--- src/scm_pkg.sv ---
package scm_pkg;

  // ----------------------------------------------------------------
  // Register indices and byte addresses
  // ----------------------------------------------------------------
  localparam logic [15:0] IDX_PLL_CTRL_ONE = 16'h1c20;
  localparam logic [15:0] IDX_PLL_CTRL_TWO = 16'h1c21;
  localparam logic [15:0] IDX_PLL_CTRL_THREE = 16'h1c22;
  localparam logic [15:0] IDX_PLL_CTRL_FOUR = 16'h1c23;
  localparam logic [15:0] IDX_CLK_CFG_TWO = 16'h1c1f;
  localparam logic [15:0] ADR_PLL_CTRL_ONE = 16'(IDX_PLL_CTRL_ONE * 4);
  localparam logic [15:0] ADR_PLL_CTRL_TWO = 16'(IDX_PLL_CTRL_TWO * 4);
  localparam logic [15:0] ADR_PLL_CTRL_THREE = 16'(IDX_PLL_CTRL_THREE * 4);
  localparam logic [15:0] ADR_PLL_CTRL_FOUR = 16'(IDX_PLL_CTRL_FOUR * 4);
  localparam logic [15:0] ADR_CLK_CFG_TWO = 16'(IDX_CLK_CFG_TWO * 4);

  // ----------------------------------------------------------------
  // Field positions and writable masks
  // ----------------------------------------------------------------
  localparam int COUNTER_CLEAR_BIT = 15;
  localparam int POWER_DOWN_BIT = 12;
  localparam int MULT_MSB = 11;
  localparam int REF_BYPASS_BIT = 15;
  localparam int REF_RATIO_MSB = 11;
  localparam int OUT_DIV_EN_BIT = 9;
  localparam int OUT_RATIO_MSB = 7;
  localparam int SRC_SELECT_BIT = 0;
  localparam int PIN_STATE_BIT = 3;
  localparam logic [15:0] MASK_PLL_CTRL_TWO = 16'h8fff;
  localparam logic [15:0] MASK_PLL_CTRL_FOUR = 16'h02ff;

  // ----------------------------------------------------------------
  // Reset values
  // ----------------------------------------------------------------
  localparam logic [15:0] RST_PLL_CTRL_ONE = 16'h1000;
  localparam logic [15:0] RST_PLL_CTRL_TWO = 16'h0000;
  localparam logic [15:0] RST_PLL_CTRL_THREE = 16'h0000;
  localparam logic [15:0] RST_PLL_CTRL_FOUR = 16'h0000;
  localparam logic RST_SRC_SELECT = 1'b0;

  // ----------------------------------------------------------------
  // Ratio offsets and timing
  // ----------------------------------------------------------------
  localparam logic [12:0] REF_DIV_OFFSET = 13'h0004;
  localparam logic [12:0] MULT_OFFSET = 13'h0004;
  localparam logic [12:0] OUT_DIV_OFFSET = 13'h0001;
  localparam int CLOCK_HZ = 25000000;
  localparam int LOCK_TIME_MS = 4;
  localparam longint LOCK_CYCLES = longint'(CLOCK_HZ) * LOCK_TIME_MS / 1000;

  // ----------------------------------------------------------------
  // Bus carriers and mode states
  // ----------------------------------------------------------------
  typedef struct packed {
    logic cyc;
    logic stb;
    logic we;
    logic [15:0] adr;
    logic [3:0] sel;
    logic [31:0] datW;
  } scm_wb_req_t;

  typedef struct packed {
    logic ack;
    logic [31:0] datR;
  } scm_wb_rsp_t;

  typedef enum logic [1:0] {
    MUX_BYPASS,
    MUX_PARK,
    MUX_PLL
  } scm_mux_state_t;

endpackage : scm_pkg

--- src/scm_clock_mode_ctrl.sv ---
// Summary of operation
// Source select 1 takes system clock from PLL, 0 from bypass.
// Bypass uses RTC oscillator when select pin low, else external clock.
// Sampled select pin level is readable as a read-only status bit.
// PLL mode divides and multiplies the reference, output phase-locked.
// Software waits 4 ms in bypass before selecting PLL; no lock flag.
// Software enters bypass before changing any multiplier or divider.
// Switching between bypass and PLL produces no system clock glitch.
// Power-down bit powers down the PLL; usable in bypass mode.
// Reference bypass bit picks undivided or divided reference clock.
// Output divider enable routes PLL output through output divider.
// Multiplication factor is multiplier field plus 4.
// Software keeps PLL output within 60 to 120 MHz.
// Software keeps PLL input within 32.0 to 170 kHz.
// With RTC oscillator, software sets reference bypass to 1.
// Reprogram order: bypass, clear counter, ratios, then init 0806h.
// Then release power-down, set counter clear, wait 4 ms, select PLL.
// Software should stop peripherals except CPU and USB first.
// Reset selects bypass mode, source select 0.
// Reset holds power-down at 1; PLL gives no output clock.
// Reference divider divides by ratio field plus 4.
//
// The Wishbone slave port and the register offsets were decided locally.
module scm_clock_mode_ctrl (
  // Clock and reset
  input wire logic mclk,
  input wire logic rst_n,
  // Register bus
  input scm_pkg::scm_wb_req_t wbReq,
  output scm_pkg::scm_wb_rsp_t wbRsp,
  // Clock sources, sampled levels
  input wire logic inputSelectPin,
  input wire logic rtcClock,
  input wire logic externalClockInput,
  input wire logic pllCoreClock,
  // Generated clocks
  output logic systemClock,
  output logic pllInputClock,
  output logic pllOutputClock,
  // Analog PLL controls
  output logic pllPowerDown,
  output logic pllCounterClear,
  output logic [12:0] pllMultiplier,
  output logic [15:0] pllInitWord
);

  // ----------------------------------------------------------------
  // Register file and bus slave
  // ----------------------------------------------------------------
  logic [15:0] ctrlOne, next_ctrlOne;
  logic [15:0] ctrlTwo, next_ctrlTwo;
  logic [15:0] ctrlThree, next_ctrlThree;
  logic [15:0] ctrlFour, next_ctrlFour;
  logic srcSelect, next_srcSelect;
  logic pinState, next_pinState;
  scm_pkg::scm_wb_rsp_t next_wbRsp;
  logic [12:0] next_pllMultiplier;
  logic access;
  logic wrTake;
  logic [15:0] wrMask;

  always_comb begin
    access = wbReq.cyc & wbReq.stb & ~wbRsp.ack;
    wrTake = wbReq.cyc & wbReq.stb & wbReq.we & wbRsp.ack;
    wrMask = {{8{wbReq.sel[1]}}, {8{wbReq.sel[0]}}};
    next_ctrlOne = ctrlOne;
    next_ctrlTwo = ctrlTwo;
    next_ctrlThree = ctrlThree;
    next_ctrlFour = ctrlFour;
    next_srcSelect = srcSelect;
    // Pin level sampled
    next_pinState = inputSelectPin;
    next_wbRsp.ack = access;
    next_wbRsp.datR = 32'h0000_0000;
    // Write lands on the acknowledged edge
    if (wrTake) begin
      case (wbReq.adr)
        scm_pkg::ADR_PLL_CTRL_ONE: begin
          next_ctrlOne = (ctrlOne & ~wrMask) | (wbReq.datW[15:0] & wrMask);
        end
        scm_pkg::ADR_PLL_CTRL_TWO: begin
          next_ctrlTwo = ((ctrlTwo & ~wrMask) | (wbReq.datW[15:0] & wrMask))
            & scm_pkg::MASK_PLL_CTRL_TWO;
        end
        scm_pkg::ADR_PLL_CTRL_THREE: begin
          next_ctrlThree = (ctrlThree & ~wrMask)
            | (wbReq.datW[15:0] & wrMask);
        end
        scm_pkg::ADR_PLL_CTRL_FOUR: begin
          next_ctrlFour = ((ctrlFour & ~wrMask)
            | (wbReq.datW[15:0] & wrMask)) & scm_pkg::MASK_PLL_CTRL_FOUR;
        end
        scm_pkg::ADR_CLK_CFG_TWO: begin
          // Software mode select
          if (wbReq.sel[0]) begin
            next_srcSelect = wbReq.datW[scm_pkg::SRC_SELECT_BIT];
          end
        end
        default: begin
        end
      endcase
    end
    if (access && !wbReq.we) begin
      case (wbReq.adr)
        scm_pkg::ADR_PLL_CTRL_ONE: next_wbRsp.datR = {16'h0000, ctrlOne};
        scm_pkg::ADR_PLL_CTRL_TWO: next_wbRsp.datR = {16'h0000, ctrlTwo};
        scm_pkg::ADR_PLL_CTRL_THREE: next_wbRsp.datR = {16'h0000, ctrlThree};
        scm_pkg::ADR_PLL_CTRL_FOUR: next_wbRsp.datR = {16'h0000, ctrlFour};
        scm_pkg::ADR_CLK_CFG_TWO: begin
          // Pin state readback
          next_wbRsp.datR[scm_pkg::PIN_STATE_BIT] = pinState;
          next_wbRsp.datR[scm_pkg::SRC_SELECT_BIT] = srcSelect;
        end
        default: next_wbRsp.datR = 32'h0000_0000;
      endcase
    end
    // Factor is field plus 4
    next_pllMultiplier = {1'b0, ctrlOne[scm_pkg::MULT_MSB:0]}
      + scm_pkg::MULT_OFFSET;
  end

  always_ff @(posedge mclk or negedge rst_n) begin
    if (!rst_n) begin
      // Power-down set at reset
      ctrlOne <= scm_pkg::RST_PLL_CTRL_ONE;
      ctrlTwo <= scm_pkg::RST_PLL_CTRL_TWO;
      ctrlThree <= scm_pkg::RST_PLL_CTRL_THREE;
      ctrlFour <= scm_pkg::RST_PLL_CTRL_FOUR;
      // Bypass after reset
      srcSelect <= scm_pkg::RST_SRC_SELECT;
      pinState <= 1'b0;
      wbRsp <= '0;
      pllMultiplier <= 13'h0000;
      pllPowerDown <= 1'b1;
      pllCounterClear <= 1'b0;
      pllInitWord <= 16'h0000;
    end else begin
      ctrlOne <= next_ctrlOne;
      ctrlTwo <= next_ctrlTwo;
      ctrlThree <= next_ctrlThree;
      ctrlFour <= next_ctrlFour;
      srcSelect <= next_srcSelect;
      pinState <= next_pinState;
      wbRsp <= next_wbRsp;
      pllMultiplier <= next_pllMultiplier;
      // Power-down drives PLL
      pllPowerDown <= ctrlOne[scm_pkg::POWER_DOWN_BIT];
      pllCounterClear <= ctrlOne[scm_pkg::COUNTER_CLEAR_BIT];
      pllInitWord <= ctrlThree;
    end
  end

  // ----------------------------------------------------------------
  // Reference and output dividers
  // ----------------------------------------------------------------
  logic bypassSource;
  logic pllRun;
  logic [1:0] divIn;
  logic [1:0] divBypass;
  logic [12:0] divRatio [2];
  logic [1:0] divOut;

  always_comb begin
    // Bypass source from pin state
    bypassSource = pinState ? externalClockInput : rtcClock;
    // No PLL clocks while powered down
    pllRun = ~ctrlOne[scm_pkg::POWER_DOWN_BIT]
      & ctrlOne[scm_pkg::COUNTER_CLEAR_BIT];
    divIn = {pllCoreClock, bypassSource};
    // Reference divider bypass
    divBypass[0] = ctrlTwo[scm_pkg::REF_BYPASS_BIT];
    // Reference ratio plus 4
    divRatio[0] = {1'b0, ctrlTwo[scm_pkg::REF_RATIO_MSB:0]}
      + scm_pkg::REF_DIV_OFFSET;
    // Output divider enable
    divBypass[1] = ~ctrlFour[scm_pkg::OUT_DIV_EN_BIT];
    divRatio[1] = {5'h00, ctrlFour[scm_pkg::OUT_RATIO_MSB:0]}
      + scm_pkg::OUT_DIV_OFFSET;
  end

  for (genvar i = 0; i < 2; i++) begin : gDiv
    logic prevIn, next_prevIn;
    logic [12:0] cnt, next_cnt;
    logic next_out;
    logic outQ;
    logic [12:0] cntPlus;

    assign divOut[i] = outQ;

    // Divide the PLL clocks
    always_comb begin
      cntPlus = cnt + 13'h0001;
      next_prevIn = divIn[i];
      next_cnt = cnt;
      if (!pllRun) begin
        next_cnt = 13'h0000;
      end else if (divIn[i] && !prevIn) begin
        next_cnt = (cntPlus >= divRatio[i]) ? 13'h0000 : cntPlus;
      end
      if (!pllRun) begin
        next_out = 1'b0;
      end else if (divBypass[i]) begin
        next_out = divIn[i];
      end else begin
        next_out = next_cnt < (divRatio[i] >> 1);
      end
    end

    always_ff @(posedge mclk or negedge rst_n) begin
      if (!rst_n) begin
        prevIn <= 1'b0;
        cnt <= 13'h0000;
        outQ <= 1'b0;
      end else begin
        prevIn <= next_prevIn;
        cnt <= next_cnt;
        outQ <= next_out;
      end
    end
  end

  // ----------------------------------------------------------------
  // Glitch-free system clock switch
  // ----------------------------------------------------------------
  scm_pkg::scm_mux_state_t muxState, next_muxState;
  logic next_systemClock;
  logic pllSource;

  always_comb begin
    pllSource = divOut[1];
    next_muxState = muxState;
    next_systemClock = 1'b0;
    // Leave the old source while it is low, join the new one while it is low
    case (muxState)
      scm_pkg::MUX_BYPASS: begin
        next_systemClock = bypassSource;
        if (srcSelect && !bypassSource) begin
          next_muxState = scm_pkg::MUX_PARK;
          next_systemClock = 1'b0;
        end
      end
      scm_pkg::MUX_PARK: begin
        // Join the selected source
        if (srcSelect && !pllSource) begin
          next_muxState = scm_pkg::MUX_PLL;
        end else if (!srcSelect && !bypassSource) begin
          next_muxState = scm_pkg::MUX_BYPASS;
        end
      end
      scm_pkg::MUX_PLL: begin
        next_systemClock = pllSource;
        if (!srcSelect && !pllSource) begin
          next_muxState = scm_pkg::MUX_PARK;
          next_systemClock = 1'b0;
        end
      end
      default: begin
        next_muxState = scm_pkg::MUX_BYPASS;
      end
    endcase
  end

  always_ff @(posedge mclk or negedge rst_n) begin
    if (!rst_n) begin
      // Start in bypass
      muxState <= scm_pkg::MUX_BYPASS;
      systemClock <= 1'b0;
      pllInputClock <= 1'b0;
      pllOutputClock <= 1'b0;
    end else begin
      muxState <= next_muxState;
      systemClock <= next_systemClock;
      pllInputClock <= divOut[0];
      pllOutputClock <= divOut[1];
    end
  end

endmodule : scm_clock_mode_ctrl

--- config.mk ---
export PLATFORM = sky130hd
export DESIGN_NAME = scm_clock_mode_ctrl
export DESIGN_NICKNAME = d
export VERILOG_FILES = /design/src/scm_pkg.sv /design/src/scm_clock_mode_ctrl.sv
export SDC_FILE = /design/constraint.sdc
export NUM_CORES = 1
export LEC_CHECK = 0
export BUFFER_PORTS_ARGS = -buffer_cell sky130_fd_sc_hd__buf_4
export CORE_ASPECT_RATIO = 1.25
export CORE_UTILIZATION = 45
export DETAILED_ROUTE_END_ITERATION = 10
export GPL_TIMING_DRIVEN = 1
export PLACE_DENSITY = 0.71
export SLEW_MARGIN = 10
export SYNTH_ARGS = -nofsm -noshare
export SYNTH_HDL_FRONTEND = slang
export SYNTH_SLANG_ARGS = --single-unit
--- constraint.sdc ---
create_clock -name mclk -period 8.39 [get_ports mclk]
set_clock_uncertainty 0.2 [all_clocks]
set_input_delay 1.678 -clock mclk [delete_from_list [all_inputs] [get_ports mclk]]
set_output_delay 1.678 -clock mclk [all_outputs]
set_load 0.03 [all_outputs]
==> results of run 1 <==
[through the flow]
step           instance area, sq um  worst slack [ns]  util (%)
2_1_floorplan                  7140              4.06         -
3_3_place_gp                   7970              2.91      52.4
3_5_place_dp                   7970              2.81      52.4
4_1_cts                        8540              3.15      56.2
5_1_grt                        8540              2.60      56.2
6_report                       8540              3.12      56.2
[power by group through the flow]
stage / clock (mW) / combinational, mW / sequential [mW]
after floorplan: 0 / 0.0324 / 0.687
after global placement: 0 / 0.0655 / 0.686
after detailed placement: 0 / 0.0671 / 0.686
after CTS: 0.744 / 0.0671 / 0.674
after global routing: 0.775 / 0.0728 / 0.674
final: 0.730 / 0.0661 / 0.674
[cell families (layout without fill, tap and decap cells)]
kind of cell / after synthesis / in the layout / synth area share, %
AND/OR/NAND/NOR: 194 / 194 / 14.4
other: 1 / 16 / 0.0529
flip-flops: 139 / 139 / 49.1
AO/OA/AOI/OAI: 82 / 82 / 7.79
buffers and inverters: 40 / 141 / 2.97
adder cells (fa/ha/maj): 45 / 45 / 7.94
multiplexers: 73 / 73 / 12.9
XOR/XNOR: 39 / 39 / 4.82
[how the worst max path moves through the flow]
stage / from / endpoint / cells past startpoint
floorplan: externalClockInput / gDiv[0].outQ / 14
global route: register / gDiv[0].outQ / 19
finish: gDiv[0].cnt[0] / gDiv[0].outQ / 18
CTS: gDiv[0].cnt[0] / gDiv[0].outQ / 18
detailed placement: externalClockInput / gDiv[0].outQ / 14
global placement: externalClockInput / gDiv[0].outQ / 14
[layout by cell type (no fill, tap or decap), types with 4 or more instances in the layout]
| master | count |
|---|---|
| a21o_1 | 6 |
| nor3_1 | 15 |
| mux2_2 | 53 |
| ha_1 | 45 |
| nand2_1 | 39 |
| xnor2_1 | 20 |
| xor2_1 | 19 |
| a211oi_1 | 7 |
| nand4_1 | 7 |
| o21ai_0 | 18 |
| inv_6 | 7 |
| and3_1 | 19 |
| mux2_1 | 4 |
| a21oi_1 | 16 |
| buf_4 | 95 |
| conb_1 | 16 |
| mux2i_1 | 7 |
| inv_1 | 13 |
| clkbuf_16 | 17 |
| nor2_1 | 42 |
| nor2_2 | 4 |
| nor2b_1 | 5 |
| nand2b_1 | 9 |
| nand3_1 | 29 |
| o211ai_1 | 4 |
| a22oi_1 | 12 |
| dfrtp_1 | 137 |
| mux4_2 | 9 |
[area by class of cell]
| class | count | area share, % |
|---|---|---|
| clock buffers | 17 | 4.98 |
| clock inverters | 15 | 1.76 |
| inverters | 13 | 0.571 |
| multi-input cells | 449 | 40.4 |
| flip-flops and latches | 139 | 40.7 |
| well taps | 208 | 3.05 |
| repair buffers | 96 | 8.48 |
[routing by layer]
layer	vias up	wire length, microns
li1	2406	-
met1	2532	6600
met2	140	8540
met3	31	842
met4	0	445
met5	-	0
[worst max-delay path: stages (launching register included)]
cell and delay, ns:
dfrtp_1 0.46, nand3_1 0.17, or3_1 0.46, nor2_1 0.15, xor2_1 0.29, ha_1 0.29, and4_1 0.20, nor3b_1 0.14
a2111o_1 0.38, nor2_1 0.73, a22oi_1 0.14, nor2_1 0.20, ha_1 0.26, a2111oi_0 0.40, o21ai_0 0.15, o211ai_1 0.11
nand3_1 0.09, a31oi_1 0.19, a32o_1 0.18
==> summary.md, run 1 <==
| Metric | Value |
|---|---|
| Post-synth EDFFs | 0 |
| Die area | 0.0163 sq mm |
| Worst skew pair latency | 0.42 ns |
| Worst-path clk slew | roughly 0.06 ns |
| Multi-input logic area | 0.00345 sq mm |
| Synthesized area | slightly above 0.007 sq mm |
| Total core area | 0.0152 sq mm |
| Met2 usage | about 38% |
| Commonest cells in the netlist | dfrtp_1, mux2_2, ha_1 |
| Reg2reg setup slack | about 3.1 ns |
| Max FO, Critical Path | 14 |
| Final TNS setup | 0 ns |
| Sw frac | 24.4% |
| FP Rows | 50 |
| First-pass GRT wire length | around 27,000 microns |
| Wirelength, routed | 16,400 microns |
| Required @ worst endpoint | between 8 and 9 ns |
| Met1 Use GR | 25.6% |
| Antenna Nets Post-Route | 0 |
| Synth top area share | between 40% and 50% |
| Highest ir drop seen on vdd | 0.000124 V |
| Total Power | 1.47 mW |
| Final non-filler cell total | approximately 940 |
| CTS Sinks | approximately 140 |
| Flop and latch count out of synthesis | 139 |
| Post-layout minimum cycle time | approximately 5.3 ns |
| CTS Buf Count | 17 |
| Startpoint of the worst hold path | gDiv[0].outQ |
| Worst min path class | register to register |
| # fillers | ~1.3k |
| Power Density | around 170 mW/mm^2 |
| Fin. max-slew vios | 0 |
| Max cap viols | 0 |
| Most numerous cell in the Yosys netlist | dfrtp_1 |
| Syn-to-layout area delta | 20.5% |
| P_leak | 4.16 nW |
| Initial DRC count | 272 |
| Vias in the first global route | 5,319 |
| Share of layout cells above drive strength 1 | 28.0% |
| Diode count | 0 |
| Endpoints failing setup | 0 |
| Register Area | 0.00348 sq mm |
| Worst slew pin tran | around 0.96 ns |
| Mapped Avg Cell Area | 11.6 sq um |
| Largest net degree at the start of global routing | 87 |
| Status | complete, no violations |
| Top post-synthesis cells by area | dfrtp_1, mux2_2, ha_1, mux4_2, xnor2_1 |
| Power share of the clock group | 49.6% |
| Drt first pass iters | 4 |
| Clk root buf | clkbuf_16 |
| Global route hottest layer | met2 |
| Data arrival, critical path | 5.42 ns |
| Final HPWL DP | 12,300 microns |
| Endpoint type of the worst setup path | register |
| FMAX | 0.190 GHz |
| Crit Path Class | register to register |
| Clock buffer depth | 2 |
| Wire length per cell | 17.5 microns |
| Final Cycle Share | ~63% |
| Starting Density | between 40% and 50% |
| Synth cell types | 58 |
| Worst flop-to-flop path startpoint | gDiv[0].cnt[0] |
| Max-Slew Margin vs Limit | 36.1% |
| Met3 GRT Util | 5.24% |
| Vias post-DR | approximately 5.1k |
| Post-CTS Hold Fix Bufs | 0 |
| # port buffers | 93 |
| Final Hold Fails | 0 |
| Seq/Total Area, Yosys | 49.1% |
| Initial antenna violation count | 0 |
| Overflow left after global routing | 0 |
| I/O pin count | 128 |
| Area leader, netlist | dfrtp_1 |
| TritonCTS clock tree | yes |
| Worst hold slack | 0.154 ns |
| Final GP Congestion | roughly 0.86 |
| NetSw | 0.359 mW |
| Syn Inst Count | 613 |
| Total track usage | about 22% |
| Die H | 142 microns |
| RR Endpoint | gDiv[0].outQ |
| Drt via density | between 5 and 6 |
| Comb pwr share | 4.5% |
| Yosys Warn Count | 0 |
| RSZ-0062 raised after global routing | no |
| Internal Power | between 1 and 1.5 mW |
| Worst r2r path cells | 18 |
| Final net count | 822 |
| Quantity of gates resized following cts | 0 |
| Inst Count DP | 905 |
| Setup Buffers After CTS | 0 |
| DRC Markers | 0 |
| Worst setup SP type | register |
| Hold path depth | 0 |
| Asr flop ratio synth | 100% |
| Power share of the sequential group | 45.9% |
| Hold endpoint | pllInputClock |
| Die W | 114 microns |
| Htree depth | 4 |
| Primary FF master, synth | dfrtp_1 |
Power figures use the tool's default switching activity.
==> run 2: changes to the inputs <==
Settings changed: ABC_AREA from default to 1, PLACE_DENSITY 0.71 to 0.73.
Clock period 8.39 ns to 4.7 ns, I/O delays scaled along.
==> summary.md, run 2 <==
| Metric | Value |
|---|---|
| Status | complete, no violations (unchanged) |
| Endpoints failing setup | 0 (unchanged) |
| Post-synth EDFFs | 0 (unchanged) |
| Diode count | 0 (unchanged) |
| Delay-heaviest family, CP | simple AND/OR/NAND/NOR gates (unchanged) |
| Max cap viols | 0 (unchanged) |
| Sw frac | 23.8% (was 24.4%) |
| Overflow left after global routing | 0 (unchanged) |
| Most common cell after layout, fill and taps aside | nand2_1 (was dfrtp_1) |
| Seq/Total Area, Yosys | 48.0% (was 49.1%) |
| Final non-filler cell total | 1,177 (was 937) |
| Worst slew pin tran | 0.851 ns (was 0.956 ns) |
| Initial antenna violation count | 0 (unchanged) |
| Final GP Congestion | 0.863 (was 0.855) |
| Final Cycle Share | 93.2% (was 62.8%) |
| Clock buffer depth | 2 (unchanged) |
| Final Hold Fails | 0 (unchanged) |
| Max FO, Critical Path | 7 (was 14) |
| Hold path depth | 0 (unchanged) |
| Drt via density | 5.04 (was 5.45) |
| I/O pin count | 128 (unchanged) |
| Post-layout minimum cycle time | 4.38 ns (was 5.27 ns) |
| CTS Buf Count | 17 (unchanged) |
| RR Endpoint | gDiv[0].outQ (unchanged) |
| Area leader, netlist | dfrtp_1 (unchanged) |
| Highest ir drop seen on vdd | 0.000226 V (was 0.000124 V) |
| Post-CTS Hold Fix Bufs | 0 (unchanged) |
| DRC Markers | 0 (unchanged) |
| Syn-to-layout area delta | 21.6% (was 20.5%) |
| Die H | 144 microns (was 142 microns) |
| Worst path depth | 27 (was 18) |
| Share of layout cells above drive strength 1 | 17.7% (was 28.0%) |
| Yosys Warn Count | 0 (unchanged) |
| Synth cell types | 42 (was 58) |
| CTS Sinks | 139 (unchanged) |
| Final net count | 1,058 (was 822) |
| Largest net degree at the start of global routing | 95 (was 87) |
| Dpl ws | 0.206 ns (was 2.81 ns) |
| Setup slack after layout | 0.321 ns (was 3.12 ns) |
| # fillers | 1,422 (was 1,305) |
| Die area | 0.0166 sq mm (was 0.0163 sq mm) |
| Placed cell area | 0.00814 sq mm (was 0.00797 sq mm) |
| Required @ worst endpoint | 4.84 ns (was 8.54 ns) |
| Worst skew pair latency | 0.44 ns (was 0.42 ns) |
| Slowest cell on crit path | dfrtp_1 (was nor2_1) |
| Endpoint type of the worst setup path | register (unchanged) |
| Synthesized area | 0.00726 sq mm (was 0.00709 sq mm) |
| Final HPWL DP | 13,000 microns (was 12,300 microns) |
| FMAX | 0.228 GHz (was 0.190 GHz) |
| Top post-synthesis cells by area | dfrtp_1, nand2_1, ha_1, inv_1, xor2_1 (was dfrtp_1, mux2_2, ha_1, mux4_2, xnor2_1) |
| Buf/Inv on CP | 4 (was 0) |
| Worst flop-to-flop path startpoint | gDiv[0].cnt[0] (unchanged) |
| Flop and latch count out of synthesis | 139 (unchanged) |
| Syn Inst Count | 845 (was 613) |
| Primary FF master, synth | dfrtp_1 (unchanged) |
| Asr flop ratio synth | 100% (unchanged) |
| Reg2reg setup slack | 0.32 ns (was 3.12 ns) |
| Commonest cells in the netlist | nand2_1, dfrtp_1, inv_1 (was dfrtp_1, mux2_2, ha_1) |
| FP Rows | 51 (was 50) |
| Clk root buf | clkbuf_16 (unchanged) |
| Starting Density | 46.2% (was 46.6%) |
| Vias post-DR | 5,928 (was 5,109) |
| Worst r2r path cells | 27 (was 18) |
| P_leak | 4.51 nW (was 4.16 nW) |
| Initial DRC count | 345 (was 272) |
| Vias in the first global route | 5,772 (was 5,319) |
| Worst Setup SP | gDiv[0].cnt[0] (unchanged) |
| First-pass GRT wire length | 28,600 microns (was 26,900 microns) |
| Total core area | 0.0157 sq mm (was 0.0152 sq mm) |
| Register Area | 0.00348 sq mm (unchanged) |
| Critical Path Sink | gDiv[0].outQ (unchanged) |
| Die W | 116 microns (was 114 microns) |
| Design area | 0.00883 sq mm (was 0.00854 sq mm) |
| Drt first pass iters | 4 (unchanged) |
| Inst Count DP | 1,141 (was 905) |
| Worst setup SP type | register (unchanged) |
| Max-Slew Margin vs Limit | 43.2% (was 36.1%) |
| Worst min path class | register to register (unchanged) |
| Antenna Nets Post-Route | 0 (unchanged) |
| Wire length per cell | 15.1 microns (was 17.5 microns) |
| Total track usage | 22.8% (was 21.8%) |
| Final TNS setup | 0 ns (unchanged) |
| Synth top area share | 47.2% (was 48.4%) |
| Multi-input logic area | 0.00322 sq mm (was 0.00345 sq mm) |
| Mapped Avg Cell Area | 8.59 sq um (was 11.6 sq um) |
| Commonest cells after routing, fill and taps aside | nand2_1, dfrtp_1, inv_1 (was dfrtp_1, buf_4, mux2_2) |
| Worst-path clk slew | 0.06 ns (about the same) |
| Crit Path Class | register to register (unchanged) |
| Power Density | 318 mW/mm^2 (was 172 mW/mm^2) |
| Htree depth | 4 (unchanged) |
| Data arrival, critical path | 4.52 ns (was 5.42 ns) |
| Fin. max-slew vios | 0 (unchanged) |
| NetSw | 0.667 mW (was 0.359 mW) |
| # port buffers | 93 (unchanged) |
| CP peak stage delay | 0.41 ns (was 0.73 ns) |
| Internal Power | 2.14 mW (was 1.11 mW) |
| Power share of the clock group | 50.8% (was 49.6%) |
| TritonCTS clock tree | yes (unchanged) |
| Final core area utilization | 56.2% (about the same) |
| Wirelength, routed | 17,800 microns (was 16,400 microns) |
| Power share of the sequential group | 43.5% (was 45.9%) |
| Most numerous cell in the Yosys netlist | nand2_1 (was dfrtp_1) |
| Comb pwr share | 5.7% (was 4.5%) |
[run 2: cell count changes in the layout (fill, tap and decap cells not counted), sizes merged, moves of 8 or more]
cell,delta
mux4,-9
nand2b,-9
inv,+102
nand2,+154
o21ai,+61
a22oi,-8
mux2,-57
a21oi,+26
and3,-16
xor2,+10
xnor2,-11
nor2,+12
[run 2: area by class of cell]
type,instances,area share (%)
Tap cell,212,3.01
Clock inverter,13,2.03
Timing Repair Buffer,103,8.80
Inverter,120,5.10
Clock buffer,19,5.13
Multi-Input combinational cell,571,36.5
Sequential cell,139,39.4
[run 2: what timing repair did]
action                                  CTS  global route
endpoints found under the setup margin    0             1
buffers inserted                          0             4
endpoints found under the hold margin     0             0
resized for setup                         0             6
[run 2: worst min-delay path by stage]
stage	from	end	slack (ns)
global route	gDiv[0].outQ	pllInputClock	0.16
detailed placement	gDiv[0].outQ	pllInputClock	0.15
finish	gDiv[0].outQ	pllInputClock	0.15
global placement	gDiv[0].outQ	pllInputClock	0.14
floorplan	gDiv[0].outQ	pllInputClock	0.13
CTS	gDiv[0].outQ	pllInputClock	0.16
[run 2: layer usage]
layer / GRT usage, % / part of all wire (%) / up-vias / routed length [microns]
li1: - / - / 2935 / -
met1: 27.2 / 42 / 2807 / 7490
met3: 5.07 / 4.1 / 32 / 737
met4: 10.5 / 2.8 / 0 / 504
met5: 0 / 0 / - / 0
met2: 39.0 / 51 / 154 / 9060
[run 2: kinds of logic (layout without fill, tap and decap cells)]
group / after synthesis / count (layout) / share of synthesized area [%]
XOR/XNOR: 38 / 38 / 4.59
AO/OA/AOI/OAI: 150 / 150 / 11.6
AND/OR/NAND/NOR: 322 / 322 / 19.3
other: 1 / 16 / 0.0517
adder cells (fa/ha/maj): 45 / 45 / 7.76
flip-flops: 139 / 139 / 48.0
buffers and inverters: 150 / 255 / 8.77
[run 2: power by group through the flow]
stage / clock network [mW] / registers, mW / logic [mW]
6_report: 1.42 / 1.22 / 0.160
5_1_grt: 1.49 / 1.22 / 0.179
3_3_place_gp: 0 / 1.24 / 0.154
3_5_place_dp: 0 / 1.24 / 0.159
4_1_cts: 1.44 / 1.22 / 0.160
2_1_floorplan: 0 / 1.25 / 0.0840
[run 2: through the flow]
stage | hold WS [ns] | power, mW
after floorplan | 0.131 | 1.33
after detailed placement | 0.148 | 1.40
after global placement | 0.135 | 1.39
after CTS | 0.156 | 2.81
after global routing | 0.156 | 2.89
final | 0.152 | 2.81
==> run 3: changes to the inputs <==
Settings changed: RECOVER_POWER from default to 100.
==> summary.md, run 3 (same netlist as run 2, synthesis figures left out) <==
| Metric | Value |
|---|---|
| Status | finished with violations (was complete, no violations) |
| Violated checks | max-capacitance violations, max-slew violations |
| Worst setup SP type | register (unchanged) |
| Die area | 0.0166 sq mm (unchanged) |
| Worst skew pair latency | 0.43 ns (was 0.44 ns) |
| Antenna Nets Post-Route | 0 (unchanged) |
| Final TNS setup | 0 ns (unchanged) |
| FMAX | 0.227 GHz (was 0.228 GHz) |
| Final GP Congestion | 0.863 (unchanged) |
| Total core area | 0.0157 sq mm (unchanged) |
| Share of layout cells above drive strength 1 | 9.95% (was 17.7%) |
| # port buffers | 93 (unchanged) |
| Design area | 0.00857 sq mm (was 0.00883 sq mm) |
| Data arrival, critical path | 4.55 ns (was 4.52 ns) |
| TritonCTS clock tree | yes (unchanged) |
| Worst-path clk slew | 0.06 ns (about the same) |
| Dpl ws | 0.206 ns (unchanged) |
| Post-layout minimum cycle time | 4.41 ns (was 4.38 ns) |
| Endpoint type of the worst setup path | register (unchanged) |
| Total Power | 2.80 mW (was 2.81 mW) |
| Inst Count DP | 1,141 (unchanged) |
| Max cap viols | 1 (was 0) |
| Drt first pass iters | 5 (was 4) |
| Die H | 144 microns (unchanged) |
| Wire length per cell | 15.1 microns (about the same) |
| Fin. max-slew vios | 95 (was 0) |
| Die W | 116 microns (unchanged) |
| Drt via density | 5.06 (was 5.04) |
| CTS Sinks | 139 (unchanged) |
| CTS Buf Count | 17 (unchanged) |
| Final Hold Fails | 0 (unchanged) |
| Final net count | 1,058 (unchanged) |
| Final core area utilization | 54.6% (was 56.2%) |
| Commonest cells after routing, fill and taps aside | nand2_1, dfrtp_1, inv_1 (unchanged) |
| Max-Slew Margin vs Limit | -55.3% (was 43.2%) |
| Wirelength, routed | 17,800 microns (about the same) |
| P_leak | 4.27 nW (was 4.51 nW) |
| Htree depth | 4 (unchanged) |
| Worst min path class | register to register (unchanged) |
| Final non-filler cell total | 1,177 (unchanged) |
| Initial DRC count | 413 (was 345) |
| Vias post-DR | 5,953 (was 5,928) |
| Worst slew pin tran | 2.33 ns (was 0.851 ns) |
| Max FO, Critical Path | 7 (unchanged) |
| Diode count | 0 (unchanged) |
| Largest net degree at the start of global routing | 95 (unchanged) |
| I/O pin count | 128 (unchanged) |
| Post-CTS Hold Fix Bufs | 0 (unchanged) |
| DRC Markers | 0 (unchanged) |
| Setup slack after layout | 0.290 ns (was 0.321 ns) |
| CP peak stage delay | 0.41 ns (about the same) |
| Overflow left after global routing | 0 (unchanged) |
| Placed cell area | 0.00814 sq mm (unchanged) |
| Worst hold slack | 0.151 ns (was 0.152 ns) |
| Total track usage | 22.8% (unchanged) |
| Most common cell after layout, fill and taps aside | nand2_1 (unchanged) |
| Power Density | 326 mW/mm^2 (was 318 mW/mm^2) |
| Endpoints failing setup | 0 (unchanged) |
| Clk root buf | clkbuf_16 (unchanged) |
| Highest ir drop seen on vdd | 0.000226 V (about the same) |
| Final HPWL DP | 13,000 microns (unchanged) |
| Crit Path Class | register to register (unchanged) |
| Initial antenna violation count | 0 (unchanged) |
| Syn-to-layout area delta | 18.0% (was 21.6%) |
| Slowest cell on crit path | dfrtp_1 (unchanged) |
| Vias in the first global route | 5,772 (unchanged) |
| FP Rows | 51 (unchanged) |
| Required @ worst endpoint | 4.84 ns (about the same) |
| Starting Density | 46.2% (unchanged) |
| First-pass GRT wire length | 28,600 microns (unchanged) |
| Clock buffer depth | 2 (unchanged) |
| Final Cycle Share | 93.8% (was 93.2%) |
[run 3: cell count changes in the layout (fill, tap and decap cells not counted), moves of 5 or more]
cell,delta
o21ai_0,+27
clkbuf_4,+5
clkbuf_1,+56
o21ai_1,-27
buf_4,-61
inv_2,-7
[run 3: routing by layer]
layer  vias up  track usage, %  share of wire (%)
li1       2934               -                  -
met1      2845            27.2                 42
met2       142            39.0                 51
met3        32            5.07                3.7
met4         0            10.5                2.9
met5         -               0                  0
[run 3: area by class of cell]
cell class	count	area, sq um
clock buffer	19	453
sequential	139	3480
fill	1483	7130
clock inverter	13	179
inverter	120	450
tap	212	265
timing repair buffer	103	561
multi-input combinational	571	3180
[run 3: report_power, final]
| group | internal, mW | switching (mW) |
|---|---|---|
| sequential | 1.21 | 0.00887 |
| combinational | 0.0460 | 0.107 |
| clock | 0.876 | 0.547 |
[run 3: timing repair]
| action | CTS | global route |
|---|---|---|
| setup buffers | 0 | 4 |
| setup endpoints to repair | 0 | 1 |
| endpoints found under the hold margin | 0 | 0 |
| resized for setup | 0 | 6 |
[run 3: worst paths after layout]
check                               start                          to  slack, ns  cells after the start
min reg2reg                  gDiv[0].outQ               pllInputClock       0.15                      0
max in group asynchronous           rst_n  asynchronous set/reset pin       1.21                      2
max                        gDiv[0].cnt[0]                gDiv[0].outQ       0.29                     27
min in group asynchronous           rst_n                    wbRsp[8]       1.02                      1
min                          gDiv[0].outQ               pllInputClock       0.15                      0
max reg2reg                gDiv[0].cnt[0]                gDiv[0].outQ       0.29                     27
[run 3: worst max-delay path, delay by kind of cell, from the launching register on]
family	cells	cell delay [ns]
AOI/OAI and AO/OA	8	1.05
buffers and inverters	4	0.33
adders and majority gates	3	0.83
DFF	1	0.41
and+or+nand+nor	11	1.29
xor gates and xnor gates	1	0.21
